**src/rtl/csc_map.svh**
```systemverilog
/*
 * constants for the sleep and clear-op decoder: opcode patterns, field
 * positions, reset values and watchdog widths.
 * assumes a 14-bit instruction word and an 8-bit data path.
 */
// Functional notes
// - executing sleep puts the core into power-down.
// - entering power-down with watchdog enabled clears it; it keeps counting.
// - entering power-down clears power_down_flag and sets timeout_flag.
// - entering power-down switches the oscillator driver off, stopping the core clock.
// - during power-down every pin holds its prior drive: high, low or released.
// - a watchdog timeout resets internally only, never pulls the external reset pin.
// - accumulator_clear_op loads zero into accumulator and sets result_null_flag.
// - complement_file_op inverts the addressed register and updates result_null_flag.
// - destination bit 0 writes accumulator, 1 writes back the addressed register.
// - decrement_file_op subtracts one from addressed register, updates result_null_flag.
// - watchdog_kick_op clears the watchdog counter and its prescaler.
// - watchdog_kick_op sets timeout_flag and power_down_flag.
`ifndef CSC_MAP_SVH
`define CSC_MAP_SVH
`define CSC_OP_CLRACC 14'h0103
`define CSC_OP_KICK 14'h0064
`define CSC_OP_SLEEP 14'h0063
`define CSC_OP_HI_MSB 13
`define CSC_OP_HI_LSB 8
`define CSC_OP_COMPL 6'h09
`define CSC_OP_DECR 6'h03
`define CSC_DEST_BIT 7
`define CSC_ADDR_MSB 6
`define CSC_RST_ACC 8'h00
`define CSC_RST_TO 1'h1
`define CSC_RST_PD 1'h1
`define CSC_WDT_W 8
`define CSC_PRE_W 7
`endif

```
**src/rtl/csc_pkg.sv**
```systemverilog
/*
 * types shared by the sleep and clear-op decoder.
 * assumes nothing beyond a systemverilog compiler.
 */
`default_nettype none
package csc_pkg;
    typedef enum logic [2:0] {
        CSC_OP_NONE = 3'b000,
        CSC_OP_CLRA = 3'b001,
        CSC_OP_COMPLEMENT_FILE_OP = 3'b010,
        CSC_OP_DECR = 3'b011,
        CSC_OP_KICK = 3'b100,
        CSC_OP_SLP = 3'b101
    } csc_op_t;
    typedef enum logic [0:0] {
        CSC_RUN = 1'b0,
        CSC_DOWN = 1'b1
    } csc_state_t;
endpackage
`default_nettype wire

```
**src/rtl/csc_core.sv**
```systemverilog
/*
 * instruction execution for sleep, accumulator clear, complement,
 * decrement and watchdog kick, plus power-down control and pin hold.
 * assumes one instruction word presented per cycle with instr_valid, a
 * register file outside that returns file_rd_data combinationally for
 * file_addr, and a clock generator that stops while osc_run is low.
 */
`default_nettype none
`include "csc_map.svh"
module csc_core #(
    parameter int ADDR_W = 7,
    parameter int PINS = 16
) (
    input wire logic core_clk,
    input wire logic arst_n,
    input wire logic wdt_enable,
    input wire logic wake_event,
    input wire logic instr_valid,
    input wire logic [13:0] instr_word,
    input wire logic [7:0] file_rd_data,
    input wire logic [PINS-1:0] port_out_data,
    input wire logic [PINS-1:0] port_drive,
    output logic [ADDR_W-1:0] file_addr,
    output logic [7:0] file_wr_data,
    output logic file_wr_en,
    output logic [7:0] accumulator_reg,
    output logic result_null_flag,
    output logic timeout_flag,
    output logic power_down_flag,
    output logic power_down,
    output logic osc_run,
    output logic [PINS-1:0] pin_out,
    output logic [PINS-1:0] pin_oe_n,
    output logic [`CSC_WDT_W-1:0] wdt_count,
    output logic wdt_reset_req,
    output logic ext_reset_pin_oe_n
);
    csc_pkg::csc_state_t state_reg, state_next;
    logic [7:0] acc_next;
    logic z_reg, z_next;
    logic to_reg, to_next, pd_reg, pd_next;
    logic [ADDR_W-1:0] addr_reg;
    logic [7:0] wdata_reg;
    logic wen_reg;
    logic [PINS-1:0] pin_reg, oe_n_reg;
    logic osc_reg, wdr_reg;
    logic [7:0] acc_reg;
    logic wdt_timeout;
    logic [`CSC_WDT_W-1:0] wdt_cnt;

    function automatic csc_pkg::csc_op_t csc_decode(input logic [13:0] w);
        logic [5:0] hi;
        hi = w[`CSC_OP_HI_MSB:`CSC_OP_HI_LSB];
        if (w == `CSC_OP_CLRACC) csc_decode = csc_pkg::CSC_OP_CLRA;
        else if (w == `CSC_OP_KICK) csc_decode = csc_pkg::CSC_OP_KICK;
        else if (w == `CSC_OP_SLEEP) csc_decode = csc_pkg::CSC_OP_SLP;
        else if (hi == `CSC_OP_COMPL) csc_decode = csc_pkg::CSC_OP_COMPLEMENT_FILE_OP;
        else if (hi == `CSC_OP_DECR) csc_decode = csc_pkg::CSC_OP_DECR;
        else csc_decode = csc_pkg::CSC_OP_NONE;
    endfunction

    wire running = (state_reg == csc_pkg::CSC_RUN);
    wire csc_pkg::csc_op_t op = (instr_valid && running) ?
        csc_decode(instr_word) : csc_pkg::CSC_OP_NONE;
    wire dest_file = instr_word[`CSC_DEST_BIT];
    wire [ADDR_W-1:0] op_addr = instr_word[`CSC_ADDR_MSB:0];
    wire is_complement_file_op = (op == csc_pkg::CSC_OP_COMPLEMENT_FILE_OP);
    wire is_decrement_file_op = (op == csc_pkg::CSC_OP_DECR);
    wire is_file = is_complement_file_op || is_decrement_file_op;
    wire is_kick = (op == csc_pkg::CSC_OP_KICK);
    wire is_sleep = (op == csc_pkg::CSC_OP_SLP);
    wire [7:0] comp_res = ~file_rd_data;
    wire [7:0] decr_res = file_rd_data - 8'h01;
    wire [7:0] file_res = is_complement_file_op ? comp_res : decr_res;

    // file address follows the instruction so the read data is valid in the same cycle
    assign file_addr = op_addr;

    csc_watchdog #(
        .PRE_W(`CSC_PRE_W),
        .WDT_W(`CSC_WDT_W)
    ) u_wdt (
        .core_clk(core_clk),
        .arst_n(arst_n),
        .wdt_enable(wdt_enable),
        .kick(is_kick || is_sleep),
        .count(wdt_cnt),
        .timeout(wdt_timeout)
    );

    always_comb begin
        state_next = state_reg;
        acc_next = acc_reg;
        z_next = z_reg;
        to_next = to_reg;
        pd_next = pd_reg;
        case (op)
            csc_pkg::CSC_OP_CLRA: begin
                acc_next = 8'h00;
                z_next = 1'b1;
            end
            csc_pkg::CSC_OP_COMPLEMENT_FILE_OP, csc_pkg::CSC_OP_DECR: begin
                if (!dest_file) begin
                    acc_next = file_res;
                end
                z_next = (file_res == 8'h00);
            end
            csc_pkg::CSC_OP_KICK: begin
                to_next = 1'b1;
                pd_next = 1'b1;
            end
            csc_pkg::CSC_OP_SLP: begin
                state_next = csc_pkg::CSC_DOWN;
                pd_next = 1'b0;
                to_next = 1'b1;
            end
            default: begin
            end
        endcase
        // watchdog timeout clears timeout_flag and leaves sleep; wake also leaves
        if (wdt_timeout) begin
            to_next = 1'b0;
            state_next = csc_pkg::CSC_RUN;
        end else if (wake_event && !running) begin
            state_next = csc_pkg::CSC_RUN;
        end
    end

    always_ff @(posedge core_clk or negedge arst_n) begin
        if (!arst_n) begin
            state_reg <= csc_pkg::CSC_RUN;
            acc_reg <= `CSC_RST_ACC;
            z_reg <= 1'b0;
            to_reg <= `CSC_RST_TO;
            pd_reg <= `CSC_RST_PD;
        end else begin
            state_reg <= state_next;
            acc_reg <= acc_next;
            z_reg <= z_next;
            to_reg <= to_next;
            pd_reg <= pd_next;
        end
    end

    always_ff @(posedge core_clk or negedge arst_n) begin
        if (!arst_n) begin
            wdata_reg <= 8'h00;
            wen_reg <= 1'b0;
            addr_reg <= '0;
        end else begin
            wdata_reg <= file_res;
            wen_reg <= is_file && dest_file;
            addr_reg <= op_addr;
        end
    end

    // pins latch only while running; in power-down the last drive is held
    always_ff @(posedge core_clk or negedge arst_n) begin
        if (!arst_n) begin
            pin_reg <= '0;
            oe_n_reg <= '1;
        end else if (state_next == csc_pkg::CSC_RUN && running) begin
            pin_reg <= port_out_data;
            oe_n_reg <= ~port_drive;
        end
    end

    always_ff @(posedge core_clk or negedge arst_n) begin
        if (!arst_n) begin
            osc_reg <= 1'b1;
            wdr_reg <= 1'b0;
        end else begin
            osc_reg <= (state_next == csc_pkg::CSC_RUN);
            wdr_reg <= wdt_timeout && running;
        end
    end

    assign file_wr_data = wdata_reg;
    assign file_wr_en = wen_reg;
    assign accumulator_reg = acc_reg;
    assign result_null_flag = z_reg;
    assign timeout_flag = to_reg;
    assign power_down_flag = pd_reg;
    assign power_down = state_reg;
    assign osc_run = osc_reg;
    assign pin_out = pin_reg;
    assign pin_oe_n = oe_n_reg;
    assign wdt_count = wdt_cnt;
    assign wdt_reset_req = wdr_reg;
    // the external reset pin is never driven; watchdog reset stays internal
    assign ext_reset_pin_oe_n = 1'b1;
endmodule
`default_nettype wire

```
**src/rtl/csc_watchdog.sv**
```systemverilog
/*
 * watchdog counter with prescaler for the sleep and clear-op decoder.
 * assumes enable comes from configuration and kick from the decoder, same clock.
 */
`default_nettype none
`include "csc_map.svh"
module csc_watchdog #(
    parameter int PRE_W = `CSC_PRE_W,
    parameter int WDT_W = `CSC_WDT_W
) (
    input wire logic core_clk,
    input wire logic arst_n,
    input wire logic wdt_enable,
    input wire logic kick,
    output logic [WDT_W-1:0] count,
    output logic timeout
);
    logic [PRE_W-1:0] pre_reg;
    logic [WDT_W-1:0] cnt_reg;
    logic to_reg;
    wire pre_wrap = &pre_reg;
    wire cnt_wrap = &cnt_reg;
    // kick clears both counter and prescaler, so a clear is never half done
    always_ff @(posedge core_clk or negedge arst_n) begin
        if (!arst_n) begin
            pre_reg <= '0;
            cnt_reg <= '0;
            to_reg <= 1'b0;
        end else if (kick || !wdt_enable) begin
            pre_reg <= '0;
            cnt_reg <= '0;
            to_reg <= 1'b0;
        end else begin
            pre_reg <= pre_pre_next(pre_reg);
            if (pre_wrap) begin
                cnt_reg <= cnt_reg + 1'b1;
            end
            to_reg <= pre_wrap && cnt_wrap;
        end
    end
    function automatic logic [PRE_W-1:0] pre_pre_next(input logic [PRE_W-1:0] v);
        pre_pre_next = v + 1'b1;
    endfunction
    assign count = cnt_reg;
    assign timeout = to_reg;
endmodule
`default_nettype wire

```
**config.mk**
```make
export PLATFORM = sky130hd
export DESIGN_NAME = csc_core
export DESIGN_NICKNAME = d
export VERILOG_FILES = /design/src/rtl/csc_pkg.sv /design/src/rtl/csc_core.sv /design/src/rtl/csc_watchdog.sv
export VERILOG_INCLUDE_DIRS = /design/src /design/src/rtl
export SDC_FILE = /design/constraint.sdc
export NUM_CORES = 1
export LEC_CHECK = 0
export BUFFER_PORTS_ARGS = -buffer_cell sky130_fd_sc_hd__buf_2
export CAP_MARGIN = 40
export CELL_PAD_IN_SITES_DETAIL_PLACEMENT = 1
export CELL_PAD_IN_SITES_GLOBAL_PLACEMENT = 1
export CORE_UTILIZATION = 39
export DETAILED_ROUTE_END_ITERATION = 7
export PLACE_DENSITY = 0.82
export SETUP_SLACK_MARGIN = 0.3
export SLEW_MARGIN = 20
export SYNTH_ARGS = -nofsm -noshare
export SYNTH_HDL_FRONTEND = slang
export SYNTH_SLANG_ARGS = --single-unit
```
**constraint.sdc**
```tcl
create_clock -name core_clk -period 3.81 [get_ports core_clk]
set_input_delay 0.1905 -clock core_clk [delete_from_list [all_inputs] [get_ports core_clk]]
set_output_delay 0.1905 -clock core_clk [all_outputs]
set_load 0.03 [all_outputs]
```
==> results of run 1 <==
## layout make-up
class / instances / area [µm²] / share of cell area
inverter: 8 / 30.0 / 0.00688
clock inverter: 5 / 40.0 / 0.00917
multi-input combinational: 188 / 1320 / 0.303
clock buffer: 11 / 151 / 0.0347
tap: 105 / 131 / 0.0301
timing repair buffer: 150 / 888 / 0.203
sequential: 71 / 1800 / 0.412
## logic make-up after synthesis
group                    after synthesis
AND/OR/NAND/NOR                       97
flip-flops                            71
AO/OA/AOI/OAI                         50
buffers and inverters                 26
XOR/XNOR                              19
multiplexers                          18
adder cells (fa/ha/maj)                3
other                                  1
## through the flow
stage	util	hold slack (ns)
after global routing	0.534	0.0466
after detailed placement	0.490	0.199
final	0.534	0.0641
after global placement	0.485	0.340
after CTS	0.534	0.0519
after floorplan	-	-0.105
## layout by cell type (no fill, tap or decap), drive strengths merged, types with 8 or more instances in the layout
cell	count
a21oi	8
a22o	8
buf	133
clkbuf	11
dfrtp	52
dfstp	19
dlygate4sd3	17
inv	10
mux2	16
nand2	26
nor2	30
o21ai	22
xnor2	12
## per-layer routing
metal  vias to the layer above  wire [µm]
li1                       1266          -
met1                      1291       3550
met2                        93       4380
met3                        14        481
met4                         0        144
met5                         -          0
## path summary, 6_finish.rpt
| path | end | cells after the start |
|---|---|---|
| max in group asynchronous | accumulator_reg[2]$_DFFE_PN0P_ | 4 |
| max | accumulator_reg[3]$_DFFE_PN0P_ | 5 |
| max reg2reg | accumulator_reg[3]$_DFFE_PN0P_ | 5 |
| min reg2reg | pin_oe_n[12]$_DFFE_PN1P_ | 2 |
| min in group asynchronous | power_down$_DFF_PN0_ | 2 |
| min | pin_out[9]$_DFFE_PN0P_ | 2 |
## worst reg2reg max path: stages, from the launching register on
cell and delay (ns):
dfrtp_1 0.44, nor2b_1 0.27, nand4_1 0.27, nor2_1 0.57, a21oi_1 0.33, a22o_1 0.31
## report_power, final
part           total [W]  switching, W  internal [W]
sequential      0.000824     0.0000225      0.000802
combinational   0.000286      0.000180      0.000105
clock           0.000576      0.000300      0.000277
==> key figures, run 1 <==
Global route
  – Initial antenna violation count: 0
  – GRT Total Usage: 0.212
  – Layer carrying the most global-route usage: met2
  – GR Layer Usage met2: 0.382
  – Vias in the first global route: 2830
  – GR Util met3: 0.0463
  – Global-route wire length before repair: 14.1 mm
  – Total grt overflow: 0
  – Met1 Use GR: 0.251
  – Largest net degree at the start of global routing: 31

Worst setup path
  – CP delay by family, top: simple AND/OR/NAND/NOR gates
  – FF-to-FF setup slack: 1.51 ns
  – Slowest cell on the critical path: nor2_1
  – Crit end category: register
  – Crit Path Max Fanout: 9
  – Startpoint Class: register
  – Worst path required time: 4.04 ns
  – CP peak stage delay: 0.57 ns
  – Crit path kind: register to register
  – WP buf/inv: 0
  – Crit path cell chain: nor2b_1 -> nand4_1 -> nor2_1 -> a21oi_1 -> a22o_1
  – Crit path from: power_down$_DFF_PN0_
  – Crit path DAT: about 2.5 ns
  – Critical R2R Launch: power_down$_DFF_PN0_

Synthesis
  – Synth unique cells: 50
  – Post-synth top area share: 0.398
  – Register area share after synthesis: 0.550
  – Area fraction in compound gates after synthesis: 0.116
  – #FFs+latches synth: 71
  – Syn Area/Cell: between 10 and 15 µm²
  – Largest family of logic cells by synthesized area: simple AND/OR/NAND/NOR gates
  – Ys async rst share: 1.00
  – Post-Synth Simple-Gate Area: 0.162
  – XOR/XNOR share of the synthesized area: 0.0509
  – Cell count after synthesis: 285
  – Area leader, netlist: dfrtp_1
  – Syn Std Cell Area: 3270 µm²
  – Most frequent cell after synthesis: dfrtp_1
  – Main synth FF type: dfrtp_1
  – Post-synthesis mux area share: 0.0612
  – EDFF count, synth: 0
  – Synth top cells by count: dfrtp_1 (52), nor2_1 (30), dfstp_2 (19)
  – Syn_nets: 347
  – Area share of fa/ha/maj cells after synthesis: 0.0115
  – Ranking of synthesized cells by area: dfrtp_1 (40%), dfstp_2 (15%), mux2_1 (5.5%)
  – Yosys warnings: 0

Route
  – Drt total wl: 8.56 mm
  – DR WL/cell: 15.9 µm
  – Initial drt markers: between 40 and 50
  – Routed Antenna Nets: 0
  – DRC violations left: 0
  – DR pass1 iterations: 4
  – Via count: 2664
  – Vias per cell: 4.95

Floorplan
  – Core area: 8180 µm²
  – Die height: 93.6 µm
  – # IOs: 130
  – Starting utilization of the core area: 0.400
  – DIE WIDTH: a little over 90 µm
  – Area of the die: 8760 µm²
  – Row cnt: 33

Placement
  – Placed cell count: 505
  – Port buffer count: 128
  – Dpl hpwl: about 6.4 mm
  – Pre-CTS setup slack: about 1.4 ns
  – Dpl cell area: 4000 µm²
  – Gpl congestion: 0.757

Clock network
  – Clock root buffer master: clkbuf_8
  – PostCTS Resize Cnt: 0
  – CTS hold repair buffers: 17
  – CTS Buf Count: 9
  – Post-CTS setup repair buffer count: 0
  – H-Tree Depth: 3
  – Clock Latency Late Sink: 0.34 ns
  – Reg clk slew, reported paths: 0.08 ns
  – CTS tree: yes
  – CTS sink cnt: 71
  – Clock buffer depth: 2

STA
  – Max-slew headroom: 0.498
  – Post-route setup slack: 1.51 ns
  – Final worst path period share: 0.602
  – Slew @ Worst Pin: 0.753 ns
  – Clock skew: ~0.0086 ns
  – Final hold vios: 0
  – Max Freq: 0.436 GHz
  – RSZ-0062 raised after global routing: false
  – Max Transition Viols Final: 0
  – Period minus WS final: 2.30 ns
  – Post-Route Setup TNS: 0 ns
  – Setup-failing EPs final: 0

Min path
  – Hold path startpoint: port_out_data[9]
  – Worst min path class: input pin to register

Layout
  – Number of fill cells in the layout: 931
  – Share of cells above drive strength 1: 0.467
  – Finished Layout Cells: 538
  – Layout Cell Area excl Fill: 4370 µm²
  – Diode count: 0
  – P&R area growth vs syn: 33.5%
  – Post-layout nets: a little under 500

Run
  – MaxCap Viol Count: 0

Power and ir drop
  – Total power draw: 0.00169 W
  – Power per cell area: 386 nW/µm²
  – Static Leak: 2.05 nW
  – Peak supply drop: 0.000226 V

Status
  – Status: finished, final reports clean
Note: power is estimated with default switching activity, not from simulation.
==> run 2, diff against run 1 <==
--- a/config.mk
+++ b/config.mk
@@ -10,9 +10,9 @@
 export CAP_MARGIN = 40
 export CELL_PAD_IN_SITES_DETAIL_PLACEMENT = 1
 export CELL_PAD_IN_SITES_GLOBAL_PLACEMENT = 1
-export CORE_UTILIZATION = 39
+export CORE_UTILIZATION = 33
 export DETAILED_ROUTE_END_ITERATION = 7
-export PLACE_DENSITY = 0.82
+export PLACE_DENSITY = 0.74
 export SETUP_SLACK_MARGIN = 0.3
 export SLEW_MARGIN = 20
 export SYNTH_ARGS = -nofsm -noshare
==> constraint.sdc (replaced) <==
create_clock -name core_clk -period 1.85 [get_ports core_clk]
set_input_delay 0.0925 -clock core_clk [delete_from_list [all_inputs] [get_ports core_clk]]
set_output_delay 0.0925 -clock core_clk [all_outputs]
set_load 0.03 [all_outputs]
==> run 2 against run 1 <==
Net effect:
- global-route usage fell by 0.57 points
- sequential share of layout area decreased by 7.1 points
- clock power is 140% higher
==> key figures, run 2 (synthesis results as in run 1) <==
Run
  – MaxCap Viol Count: 0

STA
  – Fin Hold WS: 0.0644 ns
  – Setup-failing EPs final: 0
  – RSZ-0062 raised after global routing: true
  – Clock skew: about 0.010 ns
  – Period minus WS final: 1.83 ns
  – Max-slew headroom: 0.658
  – Max Freq: around 0.55 GHz
  – Max Transition Viols Final: 0
  – Final hold vios: 0
  – Final worst path period share: 0.990
  – Slew @ Worst Pin: slightly above 0.5 ns

Worst setup path
  – Worst path required time: just over 2 ns
  – Crit end category: register
  – Crit path kind: register to register
  – Critical R2R Launch: power_down$_DFF_PN0_
  – Reg2reg path depth: 8
  – Crit path DAT: roughly 2.0 ns
  – FF-to-FF setup slack: between 0.015 and 0.02 ns
  – Startpoint Class: register
  – Crit path from: power_down$_DFF_PN0_
  – Crit Path Max Fanout: 5

Layout
  – Most common cell after layout, fill and taps aside: buf_2
  – Layout Cell Area excl Fill: 5280 µm²
  – Sequential cell area: 1800 µm²
  – Share of cells above drive strength 1: 0.569
  – Diode count: 0
  – Number of fill cells in the layout: 1055
  – Area of the multi-input gates: between 1500 and 2000 µm²
  – Fin util: 0.560
  – P&R area growth vs syn: 61.3%
  – Post-layout nets: 553
  – Commonest cells after routing, fill and taps aside: buf_2 (128), dfrtp_1 (51), dlygate4sd3_1 (34), buf_4 (34), nor2_1 (24)

Global route
  – Vias in the first global route: 3269
  – Global-route wire length before repair: 16.3 mm
  – Initial antenna violation count: 0
  – Total grt overflow: 0
  – Largest net degree at the start of global routing: 40
  – GRT Total Usage: 0.207

Clock network
  – Clock root buffer master: clkbuf_8
  – CTS Buf Count: 9
  – Clock buffer depth: 2
  – CTS sink cnt: 71
  – CTS tree: yes
  – Reg clk slew, reported paths: approximately 0.080 ns
  – H-Tree Depth: 3
  – Clock Latency Late Sink: 0.33 ns

Power and ir drop
  – Peak supply drop: 0.000487 V
  – Power per cell area: 717 nW/µm²
  – Static Leak: 2.49 nW

Route
  – Routed Antenna Nets: 0
  – Drt total wl: 10.5 mm
  – Initial drt markers: 37
  – Vias per cell: 4.76
  – Via count: 2977
  – DRC violations left: 0
  – DR pass1 iterations: 6
  – DR WL/cell: 16.8 µm

Floorplan
  – DIE WIDTH: 102 µm
  – Die height: 102 µm
  – Area of the die: 10300 µm²
  – Row cnt: 35
  – Core area: 9420 µm²
  – Starting utilization of the core area: 0.347
  – # IOs: 130

Min path
  – Worst min path class: input pin to register
  – Hold depth: 2
  – Hold path startpoint: wdt_enable

Placement
  – Port buffer count: 128
  – Dpl cell area: 4280 µm²
  – Gpl congestion: just over 0.7
  – Dpl hpwl: approximately 6.4 mm

Status
  – Status: finished, final reports clean
## run 2: layer usage
metal / GRT usage / wire length [µm]
met5: 0 / 0
met4: 0.0691 / 157
met3: 0.0455 / 658
met2: 0.381 / 5520
met1: 0.234 / 4150
## run 2: through the flow
stage / setup TNS [ns] / setup WS (ns) / power, W / cells
after floorplan: -0.305 / -0.0337 / 0.00206 / 285
after detailed placement: -8.21 / -0.241 / 0.00232 / 556
after CTS: 0 / 0.0223 / 0.00380 / 615
after global routing: -0.787 / -0.0602 / 0.00394 / 625
final: 0 / 0.0186 / 0.00379 / 625
after global placement: -5.15 / -0.172 / 0.00231 / 556
## run 2: what timing repair did
action | 4_1_cts | 5_1_grt
hold buffers | 34 | 0
gates cloned | 1 | 1
endpoints found under the hold margin | 85 | 0
setup buffers | 8 | 9
pin swaps | 15 | 16
resized for setup | 20 | 35
setup endpoints to repair | 56 | 61
## run 2: path summary, 6_finish.rpt
| path | endpoint |
|---|---|
| worst max-delay path | accumulator_reg[6]$_DFFE_PN0P_ |
| worst min-delay path | u_wdt.pre_reg[1]$_DFF_PN0_ |
| worst max register to register | accumulator_reg[6]$_DFFE_PN0P_ |
| worst min register to register | pin_oe_n[4]$_DFFE_PN1P_ |
| max in group asynchronous | file_wr_data[6]$_DFF_PN0_ |
| min in group asynchronous | pin_out[1]$_DFFE_PN0P_ |
## run 2: final cells by class
type                            instances  share of cell area
Clock buffer                           11              0.0268
Clock inverter                          5              0.0157
Inverter                                8             0.00569
Multi-Input combinational cell        188               0.298
Sequential cell                        71               0.341
Tap cell                              129              0.0306
Timing Repair Buffer                  213               0.282
## run 2: worst max-delay path, cell delays in order (launching register included)
cell	delay [ns]
dfrtp_2	0.43
nor2b_4	0.12
nand4_1	0.18
a211oi_4	0.25
buf_4	0.16
buf_12	0.12
nor2_4	0.04
xnor2_2	0.16
a22o_1	0.23
## run 2: power by group
part	internal, W	total [W]	switching, W
Sequential	0.00165	0.00170	0.0000524
Clock	0.000800	0.00137	0.000571
Combinational	0.000299	0.000710	0.000412
